`src/hw/ccr_regs.svh`:
```
// ccr_regs.svh: offsets, field positions, reset values of the clock/regulator control block
`ifndef CCR_REGS_SVH
`define CCR_REGS_SVH

// register byte offsets
`define CCR_OFS_DIV      8'h00
`define CCR_OFS_VR       8'h04
`define CCR_OFS_PLL      8'h08
`define CCR_OFS_KEY      8'h0C
`define CCR_OFS_STAT     8'h10

// field positions
`define CCR_DIV_SSEL_LSB 0
`define CCR_DIV_CSEL_LSB 4
`define CCR_VR_LVL_LSB   0
`define CCR_VR_HIB_BIT   4
`define CCR_VR_BYP_BIT   5
`define CCR_PLL_MUL_LSB  0
`define CCR_STAT_HIB_BIT 0
`define CCR_STAT_RTC_BIT 1
`define CCR_STAT_UNL_BIT 2

// reset values and limits
`define CCR_RST_SSEL     4'h5
`define CCR_RST_CSEL     2'h0
`define CCR_RST_LVL      4'h8
`define CCR_RST_MULT     8'h14
`define CCR_MULT_MIN     8'h01
`define CCR_MULT_MAX     8'h80
`define CCR_VR_STEP_MV   50
`define CCR_PLL_KEY      32'h0000_C10C

// bus answers
`define CCR_RESP_OKAY    2'h0
`define CCR_RESP_SLVERR  2'h2

`endif

```
`src/hw/ccr_pkg.sv`:
```
// ccr_pkg: types of the clock/regulator control block
`default_nettype none
package ccr_pkg;
    typedef enum logic [2:0] {
        CCR_ST_BOOT = 3'h1,
        CCR_ST_RUN  = 3'h2,
        CCR_ST_HIB  = 3'h4
    } ccr_state_e;

    typedef struct packed {
        logic [1:0] csel;
        logic [3:0] ssel;
    } ccr_div_s;

    typedef struct packed {
        logic       byp;
        logic [3:0] lvl;
    } ccr_vr_s;

    typedef struct packed {
        logic core_tick;
        logic sys_tick;
    } ccr_clk_s;
endpackage : ccr_pkg
`default_nettype wire

```
`src/hw/ccr_div.sv`:
```
// ccr_div: glitch-free divider producing a one-cycle enable every ratio cycles
`default_nettype none
module ccr_div #(
    parameter int W = 4
) (
    input  wire logic         aclk,
    input  wire logic         aresetn,
    input  wire logic         run,
    input  wire logic [W-1:0] ratio,
    output logic              tick
);
    logic [W-1:0] cnt_r;
    logic [W-1:0] cnt_nxt;
    logic [W-1:0] per_r;
    logic [W-1:0] per_nxt;
    logic         tick_r;
    logic         tick_nxt;

    if (W < 4) begin : g_chk
        $error("ccr_div: W must be at least 4");
    end

    ////////////////////////////////////////////////////////////////////////////////
    // new ratio is taken only at a period boundary or while run is low, so no runt period
    always_comb begin
        cnt_nxt  = cnt_r;
        per_nxt  = per_r;
        tick_nxt = 1'b0;
        if (!run) begin
            cnt_nxt = '0;
            per_nxt = ratio;
        end else if (cnt_r >= per_r - W'(1)) begin
            cnt_nxt  = '0;
            per_nxt  = ratio;
            tick_nxt = 1'b1;
        end else begin
            cnt_nxt = cnt_r + W'(1);
        end
    end

    always_ff @(posedge aclk) begin
        if (!aresetn) begin
            cnt_r  <= '0;
            per_r  <= W'(1);
            tick_r <= 1'b0;
        end else begin
            cnt_r  <= cnt_nxt;
            per_r  <= per_nxt;
            tick_r <= tick_nxt;
        end
    end

    assign tick = tick_r;
endmodule : ccr_div
`default_nettype wire

```
`src/hw/ccr_top.sv`:
```
// ccr_top: core/system clock dividers, pll multiplier and regulator control, axi4-lite slave
// Summary of operation
// - core voltage level programmable in 50 mV steps
// - hibernate removes core power, io supply stays
// - rtc wakeup or reset leaves hibernate, boots
// - regulator can be disabled and bypassed externally
// - clocks derive from input; pll 0.5x to 64x
// - pll factor resets to 10x, keyed change only
// - divider writes take effect without pll relock
// - all peripherals share one system clock enable
// - system divide equals select value, 1 to 15
// - core divide 1, 2, 4, 8 from select
`default_nettype none
`include "ccr_regs.svh"
module ccr_top
    import ccr_pkg::*;
#(
    parameter logic [7:0] MULT_MIN = `CCR_MULT_MIN,
    parameter logic [7:0] MULT_MAX = `CCR_MULT_MAX
) (
    input  wire logic        aclk,
    input  wire logic        aresetn,
    input  wire logic [7:0]  awaddr,
    input  wire logic        awvalid,
    output logic             awready,
    input  wire logic [31:0] wdata,
    input  wire logic [3:0]  wstrb,
    input  wire logic        wvalid,
    output logic             wready,
    output logic [1:0]       bresp,
    output logic             bvalid,
    input  wire logic        bready,
    input  wire logic [7:0]  araddr,
    input  wire logic        arvalid,
    output logic             arready,
    output logic [31:0]      rdata,
    output logic [1:0]       rresp,
    output logic             rvalid,
    input  wire logic        rready,
    input  wire logic        rtc_wake,
    output ccr_clk_s         clk_en,
    output logic [7:0]       pll_mult,
    output logic [3:0]       vr_level,
    output logic             regulator_bypass,
    output logic             core_power_en,
    output logic             boot_start
);
    if (MULT_MIN < 8'h01 || MULT_MAX < MULT_MIN) begin : g_chk
        $error("ccr_top: bad multiplier bounds");
    end

    ////////////////////////////////////////////////////////////////////////////////
    // axi4-lite write channel
    logic        aw_have_r;
    logic        aw_have_nxt;
    logic        w_have_r;
    logic        w_have_nxt;
    logic [7:0]  waddr_r;
    logic [7:0]  waddr_nxt;
    logic [31:0] wdat_r;
    logic [31:0] wdat_nxt;
    logic [3:0]  wstb_r;
    logic [3:0]  wstb_nxt;
    logic        bvalid_r;
    logic        bvalid_nxt;
    logic [1:0]  bresp_r;
    logic [1:0]  bresp_nxt;
    logic        wr_fire;
    logic        wr_hit;

    // address and data land in holding registers; either order works
    assign wr_fire = aw_have_r && w_have_r && !bvalid_r;
    assign wr_hit  = (waddr_r == `CCR_OFS_DIV) || (waddr_r == `CCR_OFS_VR)
                  || (waddr_r == `CCR_OFS_PLL) || (waddr_r == `CCR_OFS_KEY)
                  || (waddr_r == `CCR_OFS_STAT);

    always_comb begin
        aw_have_nxt = aw_have_r;
        w_have_nxt  = w_have_r;
        waddr_nxt   = waddr_r;
        wdat_nxt    = wdat_r;
        wstb_nxt    = wstb_r;
        bvalid_nxt  = bvalid_r;
        bresp_nxt   = bresp_r;
        if (awvalid && awready) begin
            aw_have_nxt = 1'b1;
            waddr_nxt   = awaddr;
        end
        if (wvalid && wready) begin
            w_have_nxt = 1'b1;
            wdat_nxt   = wdata;
            wstb_nxt   = wstrb;
        end
        if (wr_fire) begin
            aw_have_nxt = 1'b0;
            w_have_nxt  = 1'b0;
            bvalid_nxt  = 1'b1;
            bresp_nxt   = wr_hit ? `CCR_RESP_OKAY : `CCR_RESP_SLVERR;
        end else if (bvalid_r && bready) begin
            bvalid_nxt = 1'b0;
        end
    end

    always_ff @(posedge aclk) begin
        if (!aresetn) begin
            aw_have_r <= 1'b0;
            w_have_r  <= 1'b0;
            waddr_r   <= 8'h00;
            wdat_r    <= 32'h0000_0000;
            wstb_r    <= 4'h0;
            bvalid_r  <= 1'b0;
            bresp_r   <= `CCR_RESP_OKAY;
        end else begin
            aw_have_r <= aw_have_nxt;
            w_have_r  <= w_have_nxt;
            waddr_r   <= waddr_nxt;
            wdat_r    <= wdat_nxt;
            wstb_r    <= wstb_nxt;
            bvalid_r  <= bvalid_nxt;
            bresp_r   <= bresp_nxt;
        end
    end

    assign awready = !aw_have_r;
    assign wready  = !w_have_r;
    assign bvalid  = bvalid_r;
    assign bresp   = bresp_r;

    ////////////////////////////////////////////////////////////////////////////////
    // control registers
    ccr_div_s   div_r;
    ccr_div_s   div_nxt;
    ccr_vr_s    vr_r;
    ccr_vr_s    vr_nxt;
    logic [7:0] mult_r;
    logic [7:0] mult_nxt;
    logic       unlock_r;
    logic       unlock_nxt;
    logic       hib_req;
    logic [3:0] ssel_w;
    logic [7:0] mult_w;

    assign ssel_w = wdat_r[`CCR_DIV_SSEL_LSB +: 4];
    assign mult_w = wdat_r[`CCR_PLL_MUL_LSB +: 8];

    always_comb begin
        div_nxt    = div_r;
        vr_nxt     = vr_r;
        mult_nxt   = mult_r;
        unlock_nxt = unlock_r;
        hib_req    = 1'b0;
        if (wr_fire) begin
            // any write other than the key relocks the multiplier
            unlock_nxt = 1'b0;
            case (waddr_r)
                `CCR_OFS_DIV: begin
                    if (wstb_r[0]) begin
                        div_nxt.csel = wdat_r[`CCR_DIV_CSEL_LSB +: 2];
                        if (ssel_w != 4'h0) begin
                            div_nxt.ssel = ssel_w;
                        end
                    end
                end
                `CCR_OFS_VR: begin
                    if (wstb_r[0]) begin
                        vr_nxt.lvl = wdat_r[`CCR_VR_LVL_LSB +: 4];
                        vr_nxt.byp = wdat_r[`CCR_VR_BYP_BIT];
                        // a bypassed regulator has no core supply to cut
                        hib_req    = wdat_r[`CCR_VR_HIB_BIT] && !wdat_r[`CCR_VR_BYP_BIT];
                    end
                end
                `CCR_OFS_KEY: begin
                    unlock_nxt = (wstb_r == 4'hF) && (wdat_r == `CCR_PLL_KEY);
                end
                `CCR_OFS_PLL: begin
                    if (unlock_r && wstb_r[0] && mult_w >= MULT_MIN && mult_w <= MULT_MAX) begin
                        mult_nxt = mult_w;
                    end
                end
                default: begin
                end
            endcase
        end
    end

    always_ff @(posedge aclk) begin
        if (!aresetn) begin
            div_r    <= '{csel: `CCR_RST_CSEL, ssel: `CCR_RST_SSEL};
            vr_r     <= '{byp: 1'b0, lvl: `CCR_RST_LVL};
            mult_r   <= `CCR_RST_MULT;
            unlock_r <= 1'b0;
        end else begin
            div_r    <= div_nxt;
            vr_r     <= vr_nxt;
            mult_r   <= mult_nxt;
            unlock_r <= unlock_nxt;
        end
    end

    ////////////////////////////////////////////////////////////////////////////////
    // power state: boot, run, hibernate
    ccr_state_e state_r;
    ccr_state_e state_nxt;
    logic       cause_rtc_r;
    logic       cause_rtc_nxt;
    logic       rtc_s1_r;
    logic       rtc_s2_r;

    always_comb begin
        state_nxt     = state_r;
        cause_rtc_nxt = cause_rtc_r;
        case (state_r)
            CCR_ST_BOOT: state_nxt = CCR_ST_RUN;
            CCR_ST_RUN: begin
                if (hib_req) begin
                    state_nxt = CCR_ST_HIB;
                end
            end
            CCR_ST_HIB: begin
                if (rtc_s2_r) begin
                    state_nxt     = CCR_ST_BOOT;
                    cause_rtc_nxt = 1'b1;
                end
            end
            default: state_nxt = CCR_ST_BOOT;
        endcase
    end

    // reset is the other wake path: it lands in boot with cause cleared
    always_ff @(posedge aclk) begin
        if (!aresetn) begin
            state_r     <= CCR_ST_BOOT;
            cause_rtc_r <= 1'b0;
            rtc_s1_r    <= 1'b0;
            rtc_s2_r    <= 1'b0;
        end else begin
            state_r     <= state_nxt;
            cause_rtc_r <= cause_rtc_nxt;
            rtc_s1_r    <= rtc_wake;
            rtc_s2_r    <= rtc_s1_r;
        end
    end

    assign boot_start       = (state_r == CCR_ST_BOOT);
    assign core_power_en    = (state_r != CCR_ST_HIB);
    assign vr_level         = vr_r.lvl;
    assign regulator_bypass = vr_r.byp;
    assign pll_mult         = mult_r;

    ////////////////////////////////////////////////////////////////////////////////
    // axi4-lite read channel
    logic        rvalid_r;
    logic        rvalid_nxt;
    logic [31:0] rdata_r;
    logic [31:0] rdata_nxt;
    logic [1:0]  rresp_r;
    logic [1:0]  rresp_nxt;

    always_comb begin
        rvalid_nxt = rvalid_r;
        rdata_nxt  = rdata_r;
        rresp_nxt  = rresp_r;
        if (arvalid && arready) begin
            rvalid_nxt = 1'b1;
            rresp_nxt  = `CCR_RESP_OKAY;
            case (araddr)
                `CCR_OFS_DIV:  rdata_nxt = {26'h000_0000, div_r};
                `CCR_OFS_VR:   rdata_nxt = {26'h000_0000, vr_r.byp, 1'b0, vr_r.lvl};
                `CCR_OFS_PLL:  rdata_nxt = {24'h00_0000, mult_r};
                `CCR_OFS_KEY:  rdata_nxt = 32'h0000_0000;
                `CCR_OFS_STAT: rdata_nxt = {29'h0000_0000, unlock_r, cause_rtc_r,
                                            state_r == CCR_ST_HIB};
                default: begin
                    rdata_nxt = 32'h0000_0000;
                    rresp_nxt = `CCR_RESP_SLVERR;
                end
            endcase
        end else if (rvalid_r && rready) begin
            rvalid_nxt = 1'b0;
        end
    end

    always_ff @(posedge aclk) begin
        if (!aresetn) begin
            rvalid_r <= 1'b0;
            rdata_r  <= 32'h0000_0000;
            rresp_r  <= `CCR_RESP_OKAY;
        end else begin
            rvalid_r <= rvalid_nxt;
            rdata_r  <= rdata_nxt;
            rresp_r  <= rresp_nxt;
        end
    end

    assign arready = !rvalid_r;
    assign rvalid  = rvalid_r;
    assign rdata   = rdata_r;
    assign rresp   = rresp_r;

    ////////////////////////////////////////////////////////////////////////////////
    // derived clocks: aclk stands for the vco; both stop in hibernate
    logic [3:0] core_ratio;
    logic       core_tick;
    logic       sys_tick;

    assign core_ratio = 4'(4'h1 << div_r.csel);

    ccr_div #(.W(4)) u_core_div (
        .aclk    (aclk),
        .aresetn (aresetn),
        .run     (core_power_en),
        .ratio   (core_ratio),
        .tick    (core_tick)
    );

    ccr_div #(.W(4)) u_sys_div (
        .aclk    (aclk),
        .aresetn (aresetn),
        .run     (core_power_en),
        .ratio   (div_r.ssel),
        .tick    (sys_tick)
    );

    // one shared enable for every peripheral
    assign clk_en = '{core_tick: core_tick, sys_tick: sys_tick};
endmodule : ccr_top
`default_nettype wire

```
`config.mk`:
```
export PLATFORM = sky130hd
export DESIGN_NAME = ccr_top
export DESIGN_NICKNAME = d
export VERILOG_FILES = /design/src/hw/ccr_pkg.sv /design/src/hw/ccr_div.sv /design/src/hw/ccr_top.sv
export VERILOG_INCLUDE_DIRS = /design/src /design/src/hw
export SDC_FILE = /design/constraint.sdc
export NUM_CORES = 1
export LEC_CHECK = 0
export ABC_AREA = 1
export BUFFER_PORTS_ARGS = -buffer_cell sky130_fd_sc_hd__buf_2
export CORE_MARGIN = 2
export CORE_UTILIZATION = 45
export CTS_BUF_LIST = sky130_fd_sc_hd__clkbuf_8
export DETAILED_ROUTE_END_ITERATION = 16
export GPL_TIMING_DRIVEN = 0
export PLACE_DENSITY = 0.69
export SLEW_MARGIN = 20
export SYNTH_ARGS = -nofsm -noshare
export SYNTH_HDL_FRONTEND = slang
export SYNTH_HIERARCHICAL = 1
export SYNTH_SLANG_ARGS = --single-unit
```
`constraint.sdc`:
```
create_clock -name aclk -period 2.4 [get_ports aclk]
set_clock_uncertainty 0.2 [all_clocks]
set_input_delay 0.12 -clock aclk [delete_from_list [all_inputs] [get_ports aclk]]
set_output_delay 0.12 -clock aclk [all_outputs]
set_load 0.01 [all_outputs]
```
==> impl_metrics.py, run 1 <==
metrics = {
    "logic_synthesis": {
        "synthFlopType": "dfxtp_1",
        "synthAdderAreaFrac": 0.0319,
        "yosysMostFrequentCell": "nand2_1",
        "yosys.area.top_type": "dfxtp_1",
        "ys_ff_latch": 102,
        "synth_warnings": 6,
        "netlist_top_cells_area": "dfxtp_1 (43%), nand2_1 (8.6%), nor2_1 (8.5%), o21ai_0 (6.6%), inv_1 (6.1%)",
        "synth_top_family_by_area": "simple AND/OR/NAND/NOR gates",
        "syn-cell-area_um2": 4700,
        "synth_xor_area_frac": 0.0149,
        "synthDistinctLibCells": 35,
        "synth_edf_count": 0,
        "ys_seq_area_frac": 0.434,
        "synth-simple-area-share": 0.266,
        "syn_area_per_cell_um2": 7.27,
        "postSynthCellCount": 647,
        "synth_compound_area_frac": 0.120,
        "netlist.area_leader.share": 0.434,
        "synth_mux_area_frac": 0,
        "synthTopCellsByCount": "nand2_1 (108), nor2_1 (107), dfxtp_1 (102)",
        "async_reset_ff_frac": 0,
    },
    "hold_path": {
        "worstHoldStart": "araddr[1]",
        "hold_path_depth": 5,
        "hold_end": "rresp[1]",
        "hp-class": "in -> reg",
    },
    "route": {
        "dr.pass1.iters": 5,
        "drtIter0Drc": 230,
        "wl_per_cell_um": 12.5,
        "routed_via_density": 4.77,
        "antenna_left": 0,
        "drc": 0,
        "vias": 4606,
        "routed_wl_um": 12100,
    },
    "final_layout": {
        "nets": 897,
        "drive_gt1_frac": 0.193,
        "fin_cells": 966,
        "fin_util": 0.601,
        "area_growth_pct": 30.7,
        "n_antenna_cell": 0,
    },
    "setup_path": {
        "crit_chain": "inv_1 > ha_1 > xnor2_1 > ha_1 > nand2_1 > inv_1 > nand2_1 > nand4_2 > buf_6 > nor2_1 > nor2_1",
        "crit_path_top_delay_cell": "dfxtp_1",
        "slowest_delay_ns": 0.37,
        "cp_num_buf_inv": 3,
        "critPathKind": "reg -> reg",
        "regToRegEndpoint": "u_core_div/per_r[3]",
        "arrival_ns": 2.14,
        "critPathCaptureType": "register",
        "crit_family": "adder cells",
        "worst_r2r_startpoint": "u_core_div/per_r[0]",
        "required_ns": 2.46,
        "reg2reg_slack_ns": 0.32,
        "start_kind": "register",
        "r2r_cells": 11,
        "cp_max_fo": 10,
    },
    "cts": {
        "cts_hold_buf": 51,
        "cts.clk_slew.worst_paths_ns": 0.09,
        "cts.sinks": 102,
        "cts.repair.resized": 0,
        "root_buffer": "clkbuf_8",
        "clock_latency_ns": 0.36,
        "htree_levels": 3,
        "numCtsBuffers": 9,
        "cts_buffer_depth": 2,
        "cts_tree": "yes",
        "cts_setup_buffers": 0,
    },
    "timing": {
        "grt_setup_unrepaired": "no",
        "max_freq_mhz": 481,
        "fin_tns_setup_ns": 0,
        "slew_violations": 0,
        "worstMarginPinSlew_ns": 0.584,
        "relSlewSlack": 0.609,
        "min_period_ns": 2.08,
        "finalSetupViolCount": 0,
        "hold_viol": 0,
        "post-route-period-util": 0.867,
        "timing.hold.ws_ns": 0.116,
    },
    "outcome": {
        "outcome": "complete, no violations",
    },
    "place": {
        "place_inst": 899,
        "portBuffers": 91,
        "gp_congestion": 0.792,
        "dp_hpwl_um": 8520,
    },
    "global_routing": {
        "grt_max_degree": 18,
        "grt_overflow_total": 0,
        "grt_pass1_wl_um": 20200,
        "grt_pass1_vias": 4453,
        "antenna_found_initial": 0,
        "grtUsageTotal": 0.219,
    },
    "die": {
        "die_x_um": 106,
        "rows": 37,
        "die-height_um": 106,
        "pin_count": 118,
        "dieArea_um2": 11300,
        "core_area_um2": 10200,
        "initial_core_util": 0.460,
    },
    "run": {
        "cap_viol_max_count": 0,
    },
    "power": {
        "p_per_area_nw_per_um2": 647,
        "ir_worst_vdd_uv": 476,
        "leakage_nw": 3.01,
    },
}
## cell usage in the layout (no fill, tap or decap), types with 2 or more instances in the layout
cell	count
nand2_1	108
nor2_1	107
dfxtp_1	102
buf_2	91
inv_1	77
o21ai_0	62
dlygate4sd3_1	51
a21oi_1	40
nand3_1	34
buf_4	28
conb_1	26
clkbuf_1	14
nor3_1	12
ha_1	12
clkbuf_8	10
nand2_2	7
xnor2_1	6
nand4_1	5
nor4_1	5
buf_6	4
clkinv_2	4
inv_2	2
bufinv_16	2
a21oi_2	2
nand4_2	2
nor3b_2	2
xor2_1	2
## per-stage QoR
| stage | area (um^2) | power (W) | worst slack (ns) |
|---|---|---|---|
| after floorplan | 4800 | 0.00257 | 0.575 |
| after global placement | 5420 | 0.00276 | 0.465 |
| after detailed placement | 5420 | 0.00279 | 0.353 |
| after CTS | 6150 | 0.00400 | 0.314 |
| after global routing | 6150 | 0.00422 | 0.170 |
| final | 6150 | 0.00398 | 0.320 |
## power by group
group	switching, W	total [W]	leakage [nW]	internal [W]
Combinational	0.000527	0.000937	2.07	0.000410
Clock	0.000564	0.00115	0.113	0.000582
Sequential	0.0000775	0.00189	0.837	0.00182
Total	0.00117	0.00398	3.01	0.00281
## sequential cells by signal, indices dropped and copies added (netlist names), 3 cells and up
name,flops
u_sys_div/cnt_r,4
rdata,8
u_sys_div/per_r,4
u_core_div/per_r,4
wdat_r,32
waddr_r,8
vr_level,4
state_r,3
pll_mult,8
u_core_div/cnt_r,4
div_r,6
wstb_r,4
## cell families (layout without fill, tap and decap cells)
logic type,Yosys count,after routing
buffers and inverters,127,285
DFF,102,102
other,1,26
AOI/OAI and AO/OA,109,109
and+or+nand+nor,288,288
adders and majority gates,12,12
xor gates and xnor gates,8,8
## how the worst max path moves through the flow
| stage | startpoint | end | slack [ns] | cells past startpoint |
|---|---|---|---|---|
| CTS | u_core_div/per_r[0] | u_core_div/per_r[2] | 0.31 | 12 |
| global route | u_core_div/per_r[0] | u_core_div/per_r[2] | 0.17 | 12 |
| detailed placement | u_core_div/per_r[0] | u_core_div/per_r[2] | 0.35 | 11 |
| finish | u_core_div/per_r[0] | u_core_div/per_r[3] | 0.32 | 11 |
| floorplan | u_core_div/per_r[0] | u_core_div/per_r[2] | 0.58 | 11 |
| global placement | u_core_div/per_r[0] | u_core_div/per_r[0] | 0.47 | 11 |
## tightest hold or removal path: stages
cell and delay, ns:
buf_2 0.09, inv_1 0.03, nand2_1 0.11, o21ai_0 0.14, a21oi_1 0.15
## layer usage
layer	GRT usage	vias to the layer above	wire length [um]
li1	-	2365	-
met3	0.0503	25	716
met1	0.264	2065	5210
met4	0.0620	0	204
met2	0.391	151	5920
met5	0	-	0
## layout make-up
class / count / area [um^2]
sequential: 102 / 2040
buffer: 47 / 322
tap: 136 / 170
inverter: 80 / 300
clock inverter: 7 / 88.8
timing repair buffer: 142 / 966
clock buffer: 9 / 124
fill: 943 / 4080
multi-input combinational: 443 / 2130
Power figures use the tool's default switching activity.
==> run 2, diff against run 1 <==
Settings changed: GPL_TIMING_DRIVEN 0 to unset.
==> impl_metrics.py, run 2 (synthesis gave the netlist of run 1 again) <==
metrics = {
    "final_layout": {
        "drive_gt1_frac": 0.163,
        "fin_cells": 921,
        "nets": 852,
        "n_antenna_cell": 0,
        "layout_common_cells": "nand2_1 (108), nor2_1 (107), dfxtp_1 (102)",
        "largest-register": "wdat_r",
        "area_growth_pct": 24.1,
        "fill_cells": 961,
        "largest_register_ffs": 32,
        "final_common_cell": "nand2_1",
        "fin_util": 0.571,
    },
    "setup_path": {
        "critPathKind": "reg -> reg",
        "critPathCaptureType": "register",
        "start_kind": "register",
        "required_ns": 2.45,
        "cp-endpoint": "u_sys_div/per_r[1]",
        "worst_r2r_startpoint": "u_sys_div/per_r[0]",
        "reg2reg_slack_ns": 0.21,
        "arrival_ns": 2.24,
        "r2r_cells": 10,
        "cp_max_fo": 11,
        "regToRegEndpoint": "u_sys_div/per_r[1]",
        "crit_start": "u_sys_div/per_r[0]",
    },
    "timing": {
        "relSlewSlack": 0.537,
        "timing.hold.ws_ns": 0.0158,
        "grt_setup_unrepaired": "no",
        "slew_violations": 0,
        "worstMarginPinSlew_ns": 0.694,
        "fin_tns_setup_ns": 0,
        "post-route-period-util": 0.913,
        "finalSetupViolCount": 0,
        "hold_viol": 0,
        "min_period_ns": 2.19,
        "max_freq_mhz": 456,
    },
    "hold_path": {
        "hp-class": "in -> reg",
    },
    "cts": {
        "cts_setup_buffers": 0,
        "cts.sinks": 102,
        "root_buffer": "clkbuf_8",
        "numCtsBuffers": 9,
        "cts_buffer_depth": 2,
        "cts_hold_buf": 51,
        "htree_levels": 3,
        "clock_latency_ns": 0.36,
        "cts_tree": "yes",
        "cts.repair.resized": 0,
        "cts.clk_slew.worst_paths_ns": 0.09,
    },
    "die": {
        "pin_count": 118,
        "rows": 37,
        "die_x_um": 106,
        "core_area_um2": 10200,
        "dieArea_um2": 11300,
        "initial_core_util": 0.460,
        "die-height_um": 106,
    },
    "run": {
        "cap_viol_max_count": 0,
    },
    "power": {
        "p_per_area_nw_per_um2": 655,
        "leakage_nw": 2.82,
        "ir_worst_vdd_uv": 360,
        "power.share.clock": 0.284,
        "power_frac_comb": 0.221,
        "switching_share": 0.305,
        "p_sw_w": 0.00117,
        "power_frac_seq": 0.495,
        "p_int_w": 0.00266,
    },
    "outcome": {
        "outcome": "complete, no violations",
    },
    "place": {
        "gp_congestion": 0.816,
        "portBuffers": 91,
        "place_inst": 854,
        "dp_hpwl_um": 7950,
    },
    "route": {
        "drc": 0,
        "dr.pass1.iters": 5,
        "wl_per_cell_um": 12.4,
        "antenna_left": 0,
        "drtIter0Drc": 139,
        "routed_via_density": 4.81,
        "routed_wl_um": 11400,
        "vias": 4430,
    },
    "global_routing": {
        "grt_overflow_total": 0,
        "grt_pass1_vias": 4346,
        "grt_max_degree": 52,
        "grtUsageTotal": 0.211,
        "grt_pass1_wl_um": 19500,
        "antenna_found_initial": 0,
    },
}
run 2: changes by cell type in the layout (fill, tap and decap cells not counted):
cell        before  now
buf_4           28    1
bufinv_16        2    1
clkbuf_1        14    0
buf_6            4    0
clkinv_2         4    1
clkinvlp_4       0    2
inv_1           77   78
buf_12           0    1
run 2: worst min-delay path by stage:
| stage | from | to | slack, ns | cells after the start |
|---|---|---|---|---|
| after global routing | aresetn | vr_level[3] | 0.04 | 2 |
| after global placement | rtc_wake | rtc_s1_r | 0.11 | 3 |
| after floorplan | aresetn | u_core_div/per_r[0] | 0.005 | 1 |
| after CTS | aresetn | vr_level[3] | 0.009 | 2 |
| after detailed placement | rtc_wake | rtc_s1_r | 0.11 | 3 |
| final | aresetn | vr_level[3] | 0.02 | 2 |
run 2: metal layers:
layer,GRT usage,share of wire,vias up
met4,0.0451,0.013,0
li1,-,-,2275
met1,0.252,0.44,2019
met2,0.377,0.50,120
met5,0,0,-
met3,0.0564,0.051,16
run 2: cell type report:
cell class | count | area (um^2) | share of cell area
clock buffer | 10 | 138 | 0.0236
clock inverter | 6 | 62.6 | 0.0107
inverter | 80 | 300 | 0.0514
multi-input combinational | 443 | 2130 | 0.365
sequential | 102 | 2040 | 0.350
tap | 136 | 170 | 0.0291
timing repair buffer | 144 | 993 | 0.170
run 2: power by group through the flow:
| stage | clock network, W | registers (W) | logic (W) |
|---|---|---|---|
| 2_1_floorplan | 0 | 0.00191 | 0.000658 |
| 3_3_place_gp | 0 | 0.00193 | 0.000721 |
| 3_5_place_dp | 0 | 0.00193 | 0.000776 |
| 4_1_cts | 0.00111 | 0.00189 | 0.000843 |
| 5_1_grt | 0.00118 | 0.00191 | 0.000971 |
| 6_report | 0.00108 | 0.00189 | 0.000847 |
run 2: per-stage QoR:
stage / total power [W] / setup WS [ns] / area [um^2]
finish: 0.00382 / 0.208 / 5840
global route: 0.00406 / 0.0405 / 5840
CTS: 0.00385 / 0.218 / 5840
detailed placement: 0.00271 / 0.251 / 5130
global placement: 0.00265 / 0.437 / 5130
floorplan: 0.00257 / 0.575 / 4800
run 2: critical path, cell delays in order (launching register included):
cell and delay [ns]:
dfxtp_1 0.38, inv_1 0.09, ha_1 0.21, xnor2_1 0.17, ha_1 0.27, nand2_1 0.08, inv_1 0.07, nand2_1 0.08
nand4_2 0.30, nor2_1 0.18, nor2_1 0.06
==> run 3, diff against run 2 <==
Settings changed: CORE_UTILIZATION 45 to 55, PLACE_DENSITY 0.69 to 0.82.
==> impl_metrics.py, run 3 (synthesis gave the netlist of run 1 again) <==
metrics = {
    "timing": {
        "hold_viol": 0,
        "relSlewSlack": 0.529,
        "fin_tns_setup_ns": 0,
        "worstMarginPinSlew_ns": 0.705,
        "timing.hold.ws_ns": 0.0244,
        "finalSetupViolCount": 0,
        "min_period_ns": 2.20,
        "grt_setup_unrepaired": "no",
        "post-route-period-util": 0.919,
        "slew_violations": 0,
        "max_freq_mhz": 454,
    },
    "place": {
        "portBuffers": 91,
        "gp_congestion": 0.817,
        "dp_hpwl_um": 7940,
        "place_inst": 824,
    },
    "global_routing": {
        "met1_usage": 0.296,
        "met3_usage": 0.0403,
        "grt_pass1_vias": 4302,
        "antenna_found_initial": 0,
        "met2_usage": 0.486,
        "grt_pass1_wl_um": 18800,
        "grtUsageTotal": 0.258,
        "grt_max_degree": 52,
        "grt_busiest_layer": "met2",
        "grt_overflow_total": 0,
    },
    "cts": {
        "numCtsBuffers": 9,
        "clock_latency_ns": 0.37,
        "cts_tree": "yes",
        "cts_buffer_depth": 2,
        "cts_setup_buffers": 0,
        "root_buffer": "clkbuf_8",
        "cts.sinks": 102,
        "htree_levels": 3,
        "cts.clk_slew.worst_paths_ns": 0.10,
    },
    "power": {
        "p_per_area_nw_per_um2": 657,
        "leakage_nw": 2.82,
        "total_power_w": 0.00380,
        "ir_worst_vdd_uv": 392,
    },
    "final_layout": {
        "largest-register": "wdat_r",
        "ff_latch_area_um2": 2040,
        "fin_util": 0.701,
        "fill_cells": 656,
        "fin_cells": 891,
        "layout_common_cells": "nand2_1 (108), nor2_1 (107), dfxtp_1 (102)",
        "final_common_cell": "nand2_1",
        "multiInputGateArea_um2": 2130,
        "largest_register_ffs": 32,
        "area_growth_pct": 23.0,
        "nets": 853,
        "drive_gt1_frac": 0.165,
        "n_antenna_cell": 0,
    },
    "die": {
        "dieArea_um2": 9310,
        "rows": 33,
        "die_x_um": 96.5,
        "die-height_um": 96.5,
        "core_area_um2": 8260,
        "initial_core_util": 0.570,
        "pin_count": 118,
    },
    "route": {
        "drc": 0,
        "wl_per_cell_um": 13.4,
        "vias": 4582,
        "antenna_left": 0,
        "drtIter0Drc": 258,
        "dr.pass1.iters": 5,
        "routed_wl_um": 11900,
        "routed_via_density": 5.14,
    },
    "setup_path": {
        "start_kind": "register",
        "critPathCaptureType": "register",
        "arrival_ns": 2.27,
        "cp_max_fo": 11,
        "critPathKind": "reg -> reg",
        "required_ns": 2.47,
    },
    "hold_path": {
        "hp-class": "in -> reg",
    },
    "run": {
        "cap_viol_max_count": 0,
    },
    "outcome": {
        "outcome": "complete, no violations",
    },
}
==> run 3: what timing repair did <==
item	in CTS	in global routing
gates resized for setup	0	0
endpoints found under the hold margin	55	0
hold buffers	51	0
==> run 3: final timing paths <==
kind	depth (start not counted)	slack, ns	from	endpoint
setup reg to reg	9	0.20	u_core_div/per_r[0]	u_core_div/per_r[3]
hold reg to reg	2	0.23	rtc_s1_r	rtc_s2_r
setup / recovery	9	0.20	u_core_div/per_r[0]	u_core_div/per_r[3]
hold / removal	3	0.02	aresetn	pll_mult[4]
==> run 3: routing by layer <==
| layer | share of wire | wire [um] | vias up |
|---|---|---|---|
| li1 | - | - | 2274 |
| met1 | 0.40 | 4830 | 2109 |
| met2 | 0.52 | 6150 | 183 |
| met3 | 0.065 | 771 | 16 |
| met4 | 0.015 | 181 | 0 |
| met5 | 0 | 0 | - |
==> run 3: cell type report <==
type	instances	share of cell area
multi-input combinational	443	0.369
sequential	102	0.353
timing repair buffer	145	0.171
clock buffer	10	0.0238
inverter	80	0.0519
clock inverter	6	0.00908
tap	105	0.0227
==> run 3: through the flow <==
step,setup WS (ns),instance area (um^2)
floorplan,0.575,4800
global placement,0.434,5090
detailed placement,0.242,5090
CTS,0.229,5790
global route,0.0465,5790
finish,0.195,5790
==> run 3: where the power goes <==
part | switching, W | internal [W]
clock network | 0.000626 | 0.000423
registers | 0.0000834 | 0.00182
logic | 0.000519 | 0.000332
total | 0.00123 | 0.00257
==> run 3: critical path, stage by stage, from the launching register on <==
cell and delay (ns):
dfxtp_1 0.37, inv_1 0.08, ha_1 0.31, ha_1 0.32
nand2_1 0.11, nand2_1 0.06, nand2_1 0.09, nand4_2 0.27
nor2_1 0.22, nor2_1 0.06
